$ cat src/common/opc_pkg.sv
/*
  Constants, register layout and carrier types for the output path control bank:
  line output stage enables, output source selects, and the paired volume update
  with zero-cross gating and timeout.
  Assumes a single control clock; registers sit at four times their index on AHB-Lite.
*/
// Functional notes
// - Bit 4 enables left line input stage.
// - Bit 5 enables left line middle stage.
// - Bit 6 enables left line output stage.
// - Bit 7 releases left line short; reset shorted.
// - Bits 3..0 same controls for right line.
// - Bit 3 selects left phones source.
// - Bit 2 selects right phones source.
// - Bits 1,0 select left/right line source.
// - After reset every output fed by DAC.
// - Each output has independent volume, mute.
// - Zero-cross holds volume change until crossing.
// - Timeout applies pending change when enabled.
// - Write without update bit leaves gain unchanged; the bank loads a newly written gain if a change is pending.
// - Update bit applies both pair gains together; with zero-cross on, each output here applies at its own crossing or timeout.
// - Six-bit gain field, 1 dB steps.
// - Bit 8 mutes the output.
// - Bit 6 enables zero-cross gating.

package opc_pkg;

  // ==========================================================================
  // Register indices; byte address is four times the index.
  // ==========================================================================
  localparam int unsigned OPC_IDX_W = 7;
  typedef logic [OPC_IDX_W-1:0] opc_idx_type;

  localparam opc_idx_type OPC_IDX_PHONES_LEFT_VOL = 7'h39;
  localparam opc_idx_type OPC_IDX_PHONES_RIGHT_VOL = 7'h3A;
  localparam opc_idx_type OPC_IDX_LINE_LEFT_VOL = 7'h3B;
  localparam opc_idx_type OPC_IDX_LINE_RIGHT_VOL = 7'h3C;
  localparam opc_idx_type OPC_IDX_OUTPUT_MUX_SELECT = 7'h3D;
  localparam opc_idx_type OPC_IDX_LINE_OUTPUT_POP_CONTROL = 7'h5E;
  localparam opc_idx_type OPC_IDX_TIMEOUT_CONTROL = 7'h70;
  localparam opc_idx_type OPC_IDX_APPLIED_GAIN = 7'h71;
  localparam opc_idx_type OPC_IDX_PENDING_STATUS = 7'h72;

  // ==========================================================================
  // Field positions and widths
  // ==========================================================================
  localparam int unsigned OPC_GAIN_W = 6;
  localparam int unsigned OPC_VOL_MUTE_BIT = 8;
  localparam int unsigned OPC_VOL_UPDATE_BIT = 7;
  localparam int unsigned OPC_VOL_ZC_BIT = 6;
  localparam int unsigned OPC_TIMEOUT_CLOCK_ON_BIT = 0;
  localparam int unsigned OPC_CHANNELS = 4;

  // Channel order on every vector: phones left, phones right, line left, line right.
  localparam int unsigned OPC_CH_PHONES_LEFT = 0;
  localparam int unsigned OPC_CH_PHONES_RIGHT = 1;
  localparam int unsigned OPC_CH_LINE_LEFT = 2;
  localparam int unsigned OPC_CH_LINE_RIGHT = 3;

  // ==========================================================================
  // Bus encodings and counts
  // ==========================================================================
  localparam logic [1:0] OPC_HTRANS_NONSEQ = 2'h2;
  localparam logic [2:0] OPC_HSIZE_WORD = 3'h2;
  localparam logic OPC_HRESP_OKAY = 1'b0;
  localparam int unsigned OPC_TIMEOUT_TICKS_DEFAULT = 16;
  localparam int unsigned OPC_TIMEOUT_CNT_W_DEFAULT = 8;

  // ==========================================================================
  // Carrier types
  // ==========================================================================
  typedef logic [OPC_GAIN_W-1:0] opc_gain_type;
  typedef opc_gain_type [OPC_CHANNELS-1:0] opc_gain_vec_type;

  typedef struct packed {
    logic left_line_short_release;
    logic left_line_output_stage_on;
    logic left_line_middle_stage_on;
    logic left_line_input_stage_on;
    logic right_line_short_release;
    logic right_line_output_stage_on;
    logic right_line_middle_stage_on;
    logic right_line_input_stage_on;
  } opc_line_ctrl_type;

  typedef struct packed {
    logic left_phones_bypass_select;
    logic right_phones_bypass_select;
    logic left_line_bypass_select;
    logic right_line_bypass_select;
  } opc_mux_type;

  typedef struct packed {
    logic silence;
    logic zero_cross_on;
    opc_gain_type gain;
  } opc_vol_type;

  typedef opc_vol_type [OPC_CHANNELS-1:0] opc_vol_vec_type;

  // ==========================================================================
  // Values after reset
  // ==========================================================================
  localparam opc_line_ctrl_type OPC_LINE_CTRL_RST = 8'h00;
  localparam opc_mux_type OPC_MUX_RST = 4'h0;
  localparam opc_gain_type OPC_PHONES_GAIN_RST = 6'h2D;
  localparam opc_gain_type OPC_LINE_GAIN_RST = 6'h39;
  localparam opc_vol_type OPC_PHONES_VOL_RST = {1'b0, 1'b0, OPC_PHONES_GAIN_RST};
  localparam opc_vol_type OPC_LINE_VOL_RST = {1'b0, 1'b0, OPC_LINE_GAIN_RST};

endpackage : opc_pkg

$ cat src/core/opc_vol_channel.sv
/*
  One output's volume latch: holds the applied gain, waits for a zero crossing
  or a timeout when gating is on, and loads the stored gain when allowed.
  Assumes update, tick and samples are single-cycle pulses on the same clock.
*/
`timescale 1ns/100ps

module opc_vol_channel #(
  parameter int unsigned TIMEOUT_TICKS = opc_pkg::OPC_TIMEOUT_TICKS_DEFAULT,
  parameter int unsigned CNT_W = opc_pkg::OPC_TIMEOUT_CNT_W_DEFAULT
) (
  input wire logic clk,
  input wire logic rst_n,
  input wire opc_pkg::opc_gain_type stored_gain,
  input wire logic zero_cross_on,
  input wire logic update,
  input wire logic sample_valid,
  input wire logic sample_sign,
  input wire logic tick,
  input wire logic timeout_clock_on,
  output opc_pkg::opc_gain_type applied_gain,
  output logic pending
);
  import opc_pkg::*;

  generate
    if (TIMEOUT_TICKS < 1 || TIMEOUT_TICKS >= (2 ** CNT_W)) begin : g_bad_ticks
      $error("opc_vol_channel: TIMEOUT_TICKS does not fit CNT_W");
    end
  endgenerate

  typedef struct packed {
    opc_gain_type applied;
    logic pending;
    logic primed;
    logic last_sign;
    logic [CNT_W-1:0] count;
  } opc_chan_state_type;

  localparam opc_chan_state_type CHAN_RST = '{applied: OPC_PHONES_GAIN_RST, pending: 1'b0, primed: 1'b0,
                                              last_sign: 1'b0, count: '0};

  opc_chan_state_type s;
  opc_chan_state_type next_s;
  logic crossing;
  logic timeout_now;

  // ==========================================================================
  // Next state
  // ==========================================================================
  always_comb begin
    next_s = s;
    crossing = 1'b0;
    timeout_now = 1'b0;
    if (sample_valid) begin
      next_s.last_sign = sample_sign;
      next_s.primed = 1'b1;
      crossing = s.primed && (sample_sign != s.last_sign);
    end
    if (update) begin
      next_s.pending = 1'b1;
      next_s.count = '0;
    end else if (s.pending && tick && timeout_clock_on) begin
      next_s.count = s.count + CNT_W'(1);
      timeout_now = (s.count == CNT_W'(TIMEOUT_TICKS - 1));
    end
    // A gated change waits; turning gating off lets a waiting change through at once.
    if ((update || s.pending) && (!zero_cross_on || crossing || timeout_now)) begin
      next_s.applied = stored_gain;
      next_s.pending = 1'b0;
      next_s.count = '0;
    end
  end

  always_ff @(posedge clk or negedge rst_n) begin
    if (!rst_n) begin
      s <= CHAN_RST;
    end else begin
      s <= next_s;
    end
  end

  assign applied_gain = s.applied;
  assign pending = s.pending;

endmodule : opc_vol_channel

$ cat src/core/opc_output_path_bank.sv
/*
  Output path control bank: AHB-Lite register slave holding line output stage
  enables, output source selects, four volume registers with paired update,
  and the timeout enable; drives the analogue control outputs from flops.
  Assumes one 100 MHz clock, one AHB-Lite master, word transfers only, and a
  timeout tick arriving from another clock domain.
*/
`timescale 1ns/100ps

module opc_output_path_bank #(
  parameter int unsigned TIMEOUT_TICKS = opc_pkg::OPC_TIMEOUT_TICKS_DEFAULT,
  parameter int unsigned CNT_W = opc_pkg::OPC_TIMEOUT_CNT_W_DEFAULT
) (
  input wire logic CLK,
  input wire logic RST_N,
  input wire logic HSEL,
  input wire logic [31:0] HADDR,
  input wire logic [1:0] HTRANS,
  input wire logic HWRITE,
  input wire logic [2:0] HSIZE,
  input wire logic [31:0] HWDATA,
  input wire logic HREADY,
  output logic [31:0] HRDATA,
  output logic HREADYOUT,
  output logic HRESP,
  input wire logic TIMEOUT_TICK,
  input wire logic [3:0] SAMPLE_VALID,
  input wire logic [3:0] SAMPLE_SIGN,
  output opc_pkg::opc_line_ctrl_type LINE_CTRL,
  output opc_pkg::opc_mux_type MUX_SEL,
  output logic [3:0] MUTE,
  output opc_pkg::opc_gain_vec_type GAIN
);
  import opc_pkg::*;

  generate
    if (TIMEOUT_TICKS < 1 || TIMEOUT_TICKS >= (2 ** CNT_W)) begin : g_bad_ticks
      $error("opc_output_path_bank: TIMEOUT_TICKS does not fit CNT_W");
    end
  endgenerate

  // ==========================================================================
  // State
  // ==========================================================================
  typedef struct packed {
    opc_line_ctrl_type line;
    opc_mux_type mux;
    opc_vol_vec_type vol;
    logic [OPC_CHANNELS-1:0] update;
    logic timeout_clock_on;
    logic wr_pend;
    logic rd_wait;
    logic addr_ok;
    opc_idx_type addr_idx;
    logic hreadyout;
    logic hresp;
    logic [31:0] hrdata;
    logic [2:0] tick_sync;
    logic tick_level;
    logic tick;
  } opc_bank_state_type;

  localparam opc_vol_vec_type VOL_RST = {OPC_LINE_VOL_RST, OPC_LINE_VOL_RST,
                                         OPC_PHONES_VOL_RST, OPC_PHONES_VOL_RST};

  localparam opc_bank_state_type BANK_RST = '{
    line: OPC_LINE_CTRL_RST,
    mux: OPC_MUX_RST,
    vol: VOL_RST,
    update: '0,
    timeout_clock_on: 1'b0,
    wr_pend: 1'b0,
    rd_wait: 1'b0,
    addr_ok: 1'b0,
    addr_idx: '0,
    hreadyout: 1'b1,
    hresp: OPC_HRESP_OKAY,
    hrdata: 32'h00000000,
    tick_sync: 3'h0,
    tick_level: 1'b0,
    tick: 1'b0
  };

  opc_bank_state_type s;
  opc_bank_state_type next_s;
  logic [OPC_CHANNELS-1:0] pending_w;
  opc_gain_vec_type applied_w;

  // ==========================================================================
  // Helper functions
  // ==========================================================================
  function automatic logic is_mapped(input opc_idx_type idx);
    logic hit;
    hit = 1'b0;
    unique case (idx)
      OPC_IDX_PHONES_LEFT_VOL,
      OPC_IDX_PHONES_RIGHT_VOL,
      OPC_IDX_LINE_LEFT_VOL,
      OPC_IDX_LINE_RIGHT_VOL,
      OPC_IDX_OUTPUT_MUX_SELECT,
      OPC_IDX_LINE_OUTPUT_POP_CONTROL,
      OPC_IDX_TIMEOUT_CONTROL,
      OPC_IDX_APPLIED_GAIN,
      OPC_IDX_PENDING_STATUS: hit = 1'b1;
      default: hit = 1'b0;
    endcase
    return hit;
  endfunction : is_mapped

  function automatic opc_vol_type vol_from_word(input logic [31:0] w);
    opc_vol_type v;
    v.silence = w[OPC_VOL_MUTE_BIT];
    v.zero_cross_on = w[OPC_VOL_ZC_BIT];
    v.gain = w[OPC_GAIN_W-1:0];
    return v;
  endfunction : vol_from_word

  function automatic logic [31:0] word_from_vol(input opc_vol_type v);
    logic [31:0] w;
    w = 32'h00000000;
    w[OPC_VOL_MUTE_BIT] = v.silence;
    w[OPC_VOL_ZC_BIT] = v.zero_cross_on;
    w[OPC_GAIN_W-1:0] = v.gain;
    return w;
  endfunction : word_from_vol

  function automatic int unsigned vol_channel(input opc_idx_type idx);
    int unsigned ch;
    ch = OPC_CH_PHONES_LEFT;
    unique case (idx)
      OPC_IDX_PHONES_RIGHT_VOL: ch = OPC_CH_PHONES_RIGHT;
      OPC_IDX_LINE_LEFT_VOL: ch = OPC_CH_LINE_LEFT;
      OPC_IDX_LINE_RIGHT_VOL: ch = OPC_CH_LINE_RIGHT;
      default: ch = OPC_CH_PHONES_LEFT;
    endcase
    return ch;
  endfunction : vol_channel

  function automatic logic is_vol(input opc_idx_type idx);
    return (idx == OPC_IDX_PHONES_LEFT_VOL) || (idx == OPC_IDX_PHONES_RIGHT_VOL) ||
           (idx == OPC_IDX_LINE_LEFT_VOL) || (idx == OPC_IDX_LINE_RIGHT_VOL);
  endfunction : is_vol

  // ==========================================================================
  // Next state
  // ==========================================================================
  always_comb begin
    int unsigned ch;
    ch = 0;
    next_s = s;
    next_s.update = '0;

    // Timeout tick crossing: only the second and third stages are compared, and
    // a change counts once they agree, so a metastable first stage is never seen.
    next_s.tick_sync = {s.tick_sync[1:0], TIMEOUT_TICK};
    next_s.tick = 1'b0;
    if (s.tick_sync[1] == s.tick_sync[2]) begin
      next_s.tick_level = s.tick_sync[2];
      next_s.tick = s.tick_sync[2] && !s.tick_level;
    end

    // Write data phase of a previously taken address phase.
    if (s.wr_pend) begin
      next_s.wr_pend = 1'b0;
      if (s.addr_ok) begin
        if (s.addr_idx == OPC_IDX_LINE_OUTPUT_POP_CONTROL) begin
          next_s.line = opc_line_ctrl_type'(HWDATA[7:0]);
        end
        if (s.addr_idx == OPC_IDX_OUTPUT_MUX_SELECT) begin
          next_s.mux = opc_mux_type'(HWDATA[3:0]);
        end
        if (s.addr_idx == OPC_IDX_TIMEOUT_CONTROL) begin
          next_s.timeout_clock_on = HWDATA[OPC_TIMEOUT_CLOCK_ON_BIT];
        end
        if (is_vol(s.addr_idx)) begin
          ch = vol_channel(s.addr_idx);
          // Storing alone leaves the applied gain unless the channel has a change pending.
          next_s.vol[ch] = vol_from_word(HWDATA);
          if (HWDATA[OPC_VOL_UPDATE_BIT]) begin
            if (ch == OPC_CH_PHONES_LEFT || ch == OPC_CH_PHONES_RIGHT) begin
              next_s.update[OPC_CH_PHONES_LEFT] = 1'b1;
              next_s.update[OPC_CH_PHONES_RIGHT] = 1'b1;
            end else begin
              next_s.update[OPC_CH_LINE_LEFT] = 1'b1;
              next_s.update[OPC_CH_LINE_RIGHT] = 1'b1;
            end
          end
        end
      end
    end

    // Read wait state: data is formed from settled registers, one cycle late,
    // which costs a wait state; applied gain and pending status read right behind an update write still show the values before it.
    if (s.rd_wait) begin
      next_s.rd_wait = 1'b0;
      next_s.hreadyout = 1'b1;
      next_s.hrdata = 32'h00000000;
      if (s.addr_ok) begin
        unique case (s.addr_idx)
          OPC_IDX_LINE_OUTPUT_POP_CONTROL: next_s.hrdata = {24'h000000, s.line};
          OPC_IDX_OUTPUT_MUX_SELECT: next_s.hrdata = {28'h0000000, s.mux};
          OPC_IDX_TIMEOUT_CONTROL: next_s.hrdata = {31'h00000000, s.timeout_clock_on};
          OPC_IDX_APPLIED_GAIN: next_s.hrdata = {8'h00, applied_w};
          OPC_IDX_PENDING_STATUS: next_s.hrdata = {28'h0000000, pending_w};
          OPC_IDX_PHONES_LEFT_VOL,
          OPC_IDX_PHONES_RIGHT_VOL,
          OPC_IDX_LINE_LEFT_VOL,
          OPC_IDX_LINE_RIGHT_VOL: next_s.hrdata = word_from_vol(s.vol[vol_channel(s.addr_idx)]);
          default: next_s.hrdata = 32'h00000000;
        endcase
      end
    end

    // Address phase. Anything unmapped, unaligned or not a word is taken and
    // answered OKAY, reads as zero and is dropped on write.
    if (HSEL && HREADY && (HTRANS == OPC_HTRANS_NONSEQ)) begin
      next_s.addr_idx = HADDR[OPC_IDX_W+1:2];
      next_s.addr_ok = (HADDR[31:OPC_IDX_W+2] == '0) && (HADDR[1:0] == 2'h0) &&
                       (HSIZE == OPC_HSIZE_WORD) && is_mapped(HADDR[OPC_IDX_W+1:2]);
      if (HWRITE) begin
        next_s.wr_pend = 1'b1;
      end else begin
        next_s.rd_wait = 1'b1;
        next_s.hreadyout = 1'b0;
      end
    end
    next_s.hresp = OPC_HRESP_OKAY;
  end

  always_ff @(posedge CLK or negedge RST_N) begin
    if (!RST_N) begin
      s <= BANK_RST;
    end else begin
      s <= next_s;
    end
  end

  // ==========================================================================
  // Per-output volume latches
  // ==========================================================================
  for (genvar g = 0; g < OPC_CHANNELS; g++) begin : g_chan
    opc_vol_channel #(
      .TIMEOUT_TICKS(TIMEOUT_TICKS),
      .CNT_W(CNT_W)
    ) u_chan (
      .clk(CLK),
      .rst_n(RST_N),
      .stored_gain(s.vol[g].gain),
      .zero_cross_on(s.vol[g].zero_cross_on),
      .update(s.update[g]),
      .sample_valid(SAMPLE_VALID[g]),
      .sample_sign(SAMPLE_SIGN[g]),
      .tick(s.tick),
      .timeout_clock_on(s.timeout_clock_on),
      .applied_gain(applied_w[g]),
      .pending(pending_w[g])
    );
  end

  // ==========================================================================
  // Outputs, each straight from a flop
  // ==========================================================================
  assign HRDATA = s.hrdata;
  assign HREADYOUT = s.hreadyout;
  assign HRESP = s.hresp;
  assign LINE_CTRL = s.line;
  assign MUX_SEL = s.mux;
  assign GAIN = applied_w;
  always_comb begin
    for (int i = 0; i < OPC_CHANNELS; i++) begin
      MUTE[i] = s.vol[i].silence;
    end
  end

endmodule : opc_output_path_bank

$ cat config.mk
export PLATFORM = sky130hd
export DESIGN_NAME = opc_output_path_bank
export DESIGN_NICKNAME = d
export VERILOG_FILES = /design/src/common/opc_pkg.sv /design/src/core/opc_vol_channel.sv /design/src/core/opc_output_path_bank.sv
export SDC_FILE = /design/constraint.sdc
export NUM_CORES = 1
export LEC_CHECK = 0
export BUFFER_PORTS_ARGS = -buffer_cell sky130_fd_sc_hd__buf_2
export CAP_MARGIN = 20
export CORE_MARGIN = 3
export CORE_UTILIZATION = 55
export DETAILED_ROUTE_END_ITERATION = 16
export PLACE_DENSITY = 0.86
export SYNTH_ARGS = -nofsm -noshare
export SYNTH_HDL_FRONTEND = slang
export SYNTH_SLANG_ARGS = --single-unit
export TNS_END_PERCENT = 100
$ cat constraint.sdc
create_clock -name CLK -period 2.7 [get_ports CLK]
set_input_delay 0.54 -clock CLK [delete_from_list [all_inputs] [get_ports CLK]]
set_output_delay 0.54 -clock CLK [all_outputs]
set_load 0.02 [all_outputs]
Word level (Yosys, flattened, before mapping):

Cells that the tools add are included.

* register bits after elaboration: 165
* bits in read-only memories: 0
* memories kept: 0
* output and inout port bits: 74
* word-level logic and storage cells: 214
* memory bits (writable): 0
* latch bits: 0
* input bits: 83

* $add $sub $neg: 4
* $mul: 0
* bitwise logic cells: 0
* equality and inequality tests: 30
* reduce and logical (&&, ||, !) cells: 61
* divide/modulo/power cells: 0
* shift-type cells: 0
* magnitude comparators: 3
* muxes and demuxes: 61

Operators with widths (count)
* $mux 32: 6
* $pmux 24 s6: 1
* $mux 8: 14
* $eq 7x6->1 const B: 10
* $lt 32x3->1 const B: 2
* $eq 7x7->1 const B: 8
* $add 8x1->8 const B: 4
* $bwmux 32: 1
* $eq 32x1->1 const B: 1
* $eq 8x4->1 const B: 4
* $ge 32x1->1 const B: 1
* $logic_not 32->1: 1
* $mux 1: 28
* $mux 24: 1
* $logic_and 1x1->1: 23
* $logic_not 23->1: 1
* $bmux 8 s2: 1
* $demux 8 s2: 1
* $logic_or 1x1->1: 16
* $reduce_and 3->1: 4
* $reduce_bool 3->1: 4
* $mux 11: 1
* $reduce_or 9->1: 1
* $mux 4: 2
* 12 further kinds: 23

Depth between registers and ports, before layout:

* word-level depth: 16
* gate-level depth with buffers: 7

Hierarchy:

A second synthesis with hierarchy kept.

* cells, all modules: 661
* area, all modules: 7837.5 µm²

By module, submodules not included
* opc_output_path_bank: times used 1, area each 4479.3 µm², cells an instance 377
* opc_vol_channel: times used 4, area each 839.6 µm², cells an instance 71

Worst setup path before layout:

No wires, ideal clock.

* kind: register to register
* start: register s[51] (netlist name)
* end: register g_chan[0].u_chan.s (netlist bit g_chan[0].u_chan.applied_gain[4])
* cell stages (with the launch flop): 7
* data required time: 2.575 ns
* path buffers: 2
* arrival: 1.729 ns
* period minus slack after synthesis: 1.854 ns
* slack: 0.846 ns
* path through: dfrtp_1 > buf_6 > or4_4 > nor4_4 > o22ai_2 > buf_6 > mux2_4

RTL lines
* end signal: assignment: RTL line opc_vol_channel.sv:79 `s <= next_s;`
* end: declaration: RTL line opc_vol_channel.sv:43 `opc_chan_state_type s;`

Worst setup path after layout:

* start: register s[41] (netlist name)
* end: register s (netlist bit MUTE[1])

* cells in the longest elaborated chain, start to end: 10
* elaborated cells on any way between the ends: 18

Ends and longest elaborated chain
* start: declaration: RTL line opc_output_path_bank.sv:84 `opc_bank_state_type s;`
* start signal: assignment: RTL line opc_output_path_bank.sv:234 `s <= next_s;`
* $eq 7x6->1, on equally long branches: RTL line opc_output_path_bank.sv:130, opc_output_path_bank.sv:141, opc_output_path_bank.sv:140
* $pmux 2 s3: RTL line opc_output_path_bank.sv:130 `unique case (idx)`
* $mux 32: RTL line opc_output_path_bank.sv:175 `if (is_vol(s.addr_idx)) begin`
* $mux 32: RTL line opc_output_path_bank.sv:165 `if (s.addr_ok) begin`
* $mux 32: RTL line opc_output_path_bank.sv:163 `if (s.wr_pend) begin`
* $ge 32x1->1 (implied by the code) or $lt 32x3->1 (tied branches): RTL line opc_output_path_bank.sv:178 `next_s.vol[ch] = vol_from_word(HWDATA);`
* $logic_and 1x1->1 (implied by the code): RTL line opc_output_path_bank.sv:178
* $mux 8 (implied by the code): RTL line opc_output_path_bank.sv:178
* $demux 8 s2: RTL line opc_output_path_bank.sv:178
* $bwmux 32: RTL line opc_output_path_bank.sv:178

Several ways; a longest one is shown, not always the timed one. The select of a mux whose other input is x is not followed.
A chain may end at the register's enable or synchronous reset.

==> impl_metrics.csv <==
group,metric,value,unit
logic_synthesis,ys_seq_area_share,51.1,%
cts,cts_buffers,17,
timing,setup_violations,0,
power_and_ir_drop,ir_drop,0.000698,V
cts,clock_path_buffers,2,
timing,slew_violations,0,
setup_path,path_delay_family,"simple AND/OR/NAND/NOR gates",
route,vias,5355,
route,drt_iter0_markers,417,
logic_synthesis,synth_area_per_cell,11.8,µm²
cts,clkTransAtPathRegs,60,ps
global_route,antenna_found_initial,0,
cts,post-cts-setup-buffers,0,
setup_path,critPathSlowestCell,"nor2b_1",
route,wl_met3,1390,µm
logic_synthesis,async_flop_share,100,%
logic_synthesis,synth_area_leader_cell,"dfrtp_1",
timing,tns,0,ps
logic_synthesis,ys.flop_type,"dfrtp_1",
setup_path,cp_slowest_stage_delay,480,ps
cells_and_area,area_delta_synth_final,11.4,%
cells_and_area,multi_input_area,3070,µm²
setup_path,start_kind,"register",
global_route,grt_pass1_wl,27400,µm
cells_and_area,layout_common_cells,"123 x buf_2, 122 x dfrtp_1, 62 x mux2_2",
place,post_dp_cell_area,7960,µm²
route,first_pass_iters,7,
route,viasPerCell,5.92,
timing,slew_headroom,47.6,%
run,maxCapViolCount,0,
logic_synthesis,synth_edf_count,0,
place,place_ws,521,ps
cells_and_area,fillers,994,
setup_path,timing.rr.end,"MUTE[1]",
die,die_x,124,µm
cts,htreeDepth,4,
cells_and_area,drive_gt1_share,41.2,%
route,ant_nets,0,
global_route,grt_overflow,0,
setup_path,worst-path-stages,6,
die,die_h,124,µm
cells_and_area,antenna_cells,0,
setup_path,arrival,2630,ps
logic_synthesis,synth.top_cell.area_share,39.8,%
route,routedWlPerCell,19.4,µm
setup_path,crit_start,"s[41]",
setup_path,crit_type,"reg2reg",
cts,cts-root-buf,"clkbuf_16",
setup_path,reg2reg_slack,380,ps
setup_path,end_kind,"register",
outcome,status,"finished clean",
route,dr.max_layer_used,"met4",
die,start_util,57.0,%
route,wirelength_met1,6850,µm
timing,skew,13.7,ps
timing,setup_ws,382,ps
die,ioPinCount,157,
cts,hold_buffers,0,
logic_synthesis,syn-instance-count,650,
cts,clock-sinks,155,
setup_path,timing.rr.start,"s[41]",
die,die_area,15400,µm²
cells_and_area,final_common_cell,"buf_2",
logic_synthesis,ys_warn_count,0,
timing,fmaxAchievable,431,MHz
setup_path,crit_path_cell_trace,"nand3b_2, nor2_1, nand3_1, nor2b_1, buf_4, mux2_2",
logic_synthesis,syn_area,7670,µm²
cells_and_area,nNetsFinal,802,
timing,fin_crit,2320,ps
setup_path,cp_max_fo,8,
place,gp_congestion,1.01,
global_route,grt_max_degree,75,
logic_synthesis,ys_types,61,
setup_path,worst-path-buf-inv,1,
route,finalWirelength,17600,µm
route,met2WireLength,8800,µm
power_and_ir_drop,p_leak,3.86,nW
place,place_hpwl,12700,µm
global_route,track_usage,23.5,%
timing,worstMarginPinSlew,786,ps
cells_and_area,final_area,8550,µm²
timing,min_period_over_period,85.8,%
timing,hold_violations,0,
die,fp-row-count,42,
logic_synthesis,netlist_top_cells_area,"dfrtp_1 40%, dfstp_2 11%, mux2_2 9.1%",
min_path,min_path_type,"in2async",
global_route,grt_pass1_vias,5309,
timing,grt_setup_unrepaired,"no",
route,drc,0,
place,port_buffers,124,
setup_path,required,3010,ps
logic_synthesis,synth-seq-cells,155,
cts,cts_tree,"yes",
cts,cts_resized,0,
power_and_ir_drop,p_per_area,611,nW/µm²
setup_path,reg2regPathDepth,6,
cells_and_area,seqCellArea,3920,µm²
cts,insertion_delay,430,ps
die,core-area,13500,µm²
## final cells by class
class	instances	share of cell area, %
tap	176	2.58
multi-input combinational	397	35.9
sequential	155	45.9
clock inverter	14	1.84
inverter	9	0.395
clock buffer	18	5.02
timing repair buffer	135	8.45
## stage by stage
step | hold WS [ps] | std cells | utilization [%] | power (mW)
global route | 80.4 | 904 | 63.5 | 5.40
global placement | 334 | 872 | 59.2 | 2.86
finish | 54.6 | 904 | 63.5 | 5.23
CTS | 60.3 | 904 | 63.5 | 5.25
detailed placement | 342 | 872 | 59.2 | 2.88
floorplan | 244 | 658 | - | 2.70
## routing by layer
metal	GRT usage [%]	up-vias
li1	-	2365
met1	29.4	2661
met2	38.5	276
met3	5.86	53
met4	10.7	0
met5	0	-
## worst register-to-register path: stages, from the launching register on
cell and delay (ps):
dfrtp_1 380, nand3b_2 320, nor2_1 220, nand3_1 220, nor2b_1 480, buf_4 240, mux2_2 340
## synth_stat cells (all sizes together) (6+ instances only)
cell	number
a22o	20
buf	91
a222oi	7
or4	6
mux2i	7
nor2	59
nor3	9
nor2b	6
nand2b	8
nand3	24
mux2	76
dfrtp	122
a21oi	8
inv	9
a22oi	8
o2bb2ai	7
xor2	16
xnor2	17
o21ai	15
dfstp	33
clkbuf	6
nand4	6
nor4	8
nand2	30
o22ai	7
## registers in the layout (all words and copies together), names as in the netlist
signal                      flops
HRDATA                         24
HREADYOUT                       1
LINE_CTRL                       8
MUTE                            4
MUX_SEL                         4
g_chan.u_chan.applied_gain     24
g_chan.u_chan.pending           4
g_chan.u_chan.s                40
next_s                          2
s                              44
## how the worst max path moves through the flow
stage                                            end  slack, ps
finish                                       MUTE[1]        380
global route                                 MUTE[1]        340
CTS                                          MUTE[1]        490
detailed placement                           MUTE[1]        520
global placement                             MUTE[1]        560
floorplan           g_chan[0].u_chan.applied_gain[4]        850
## where the power goes
part / switching, mW / total [mW] / internal (mW) / leakage [nW]
logic: 0.243 / 0.407 / 0.164 / 1.77
registers: 0.0671 / 2.44 / 2.38 / 1.81
clock network: 0.993 / 2.38 / 1.38 / 0.285
total: 1.30 / 5.23 / 3.92 / 3.86
## cell families after synthesis
group,share of synthesized area [%]
fa+ha+maj,0.783
flops,51.1
xor+xnor,3.77
other cells,0.0489
mux,12.7
buf+inv,9.37
simple gates,13.0
compound gates,9.24
(Power assumes the default switching activity.)
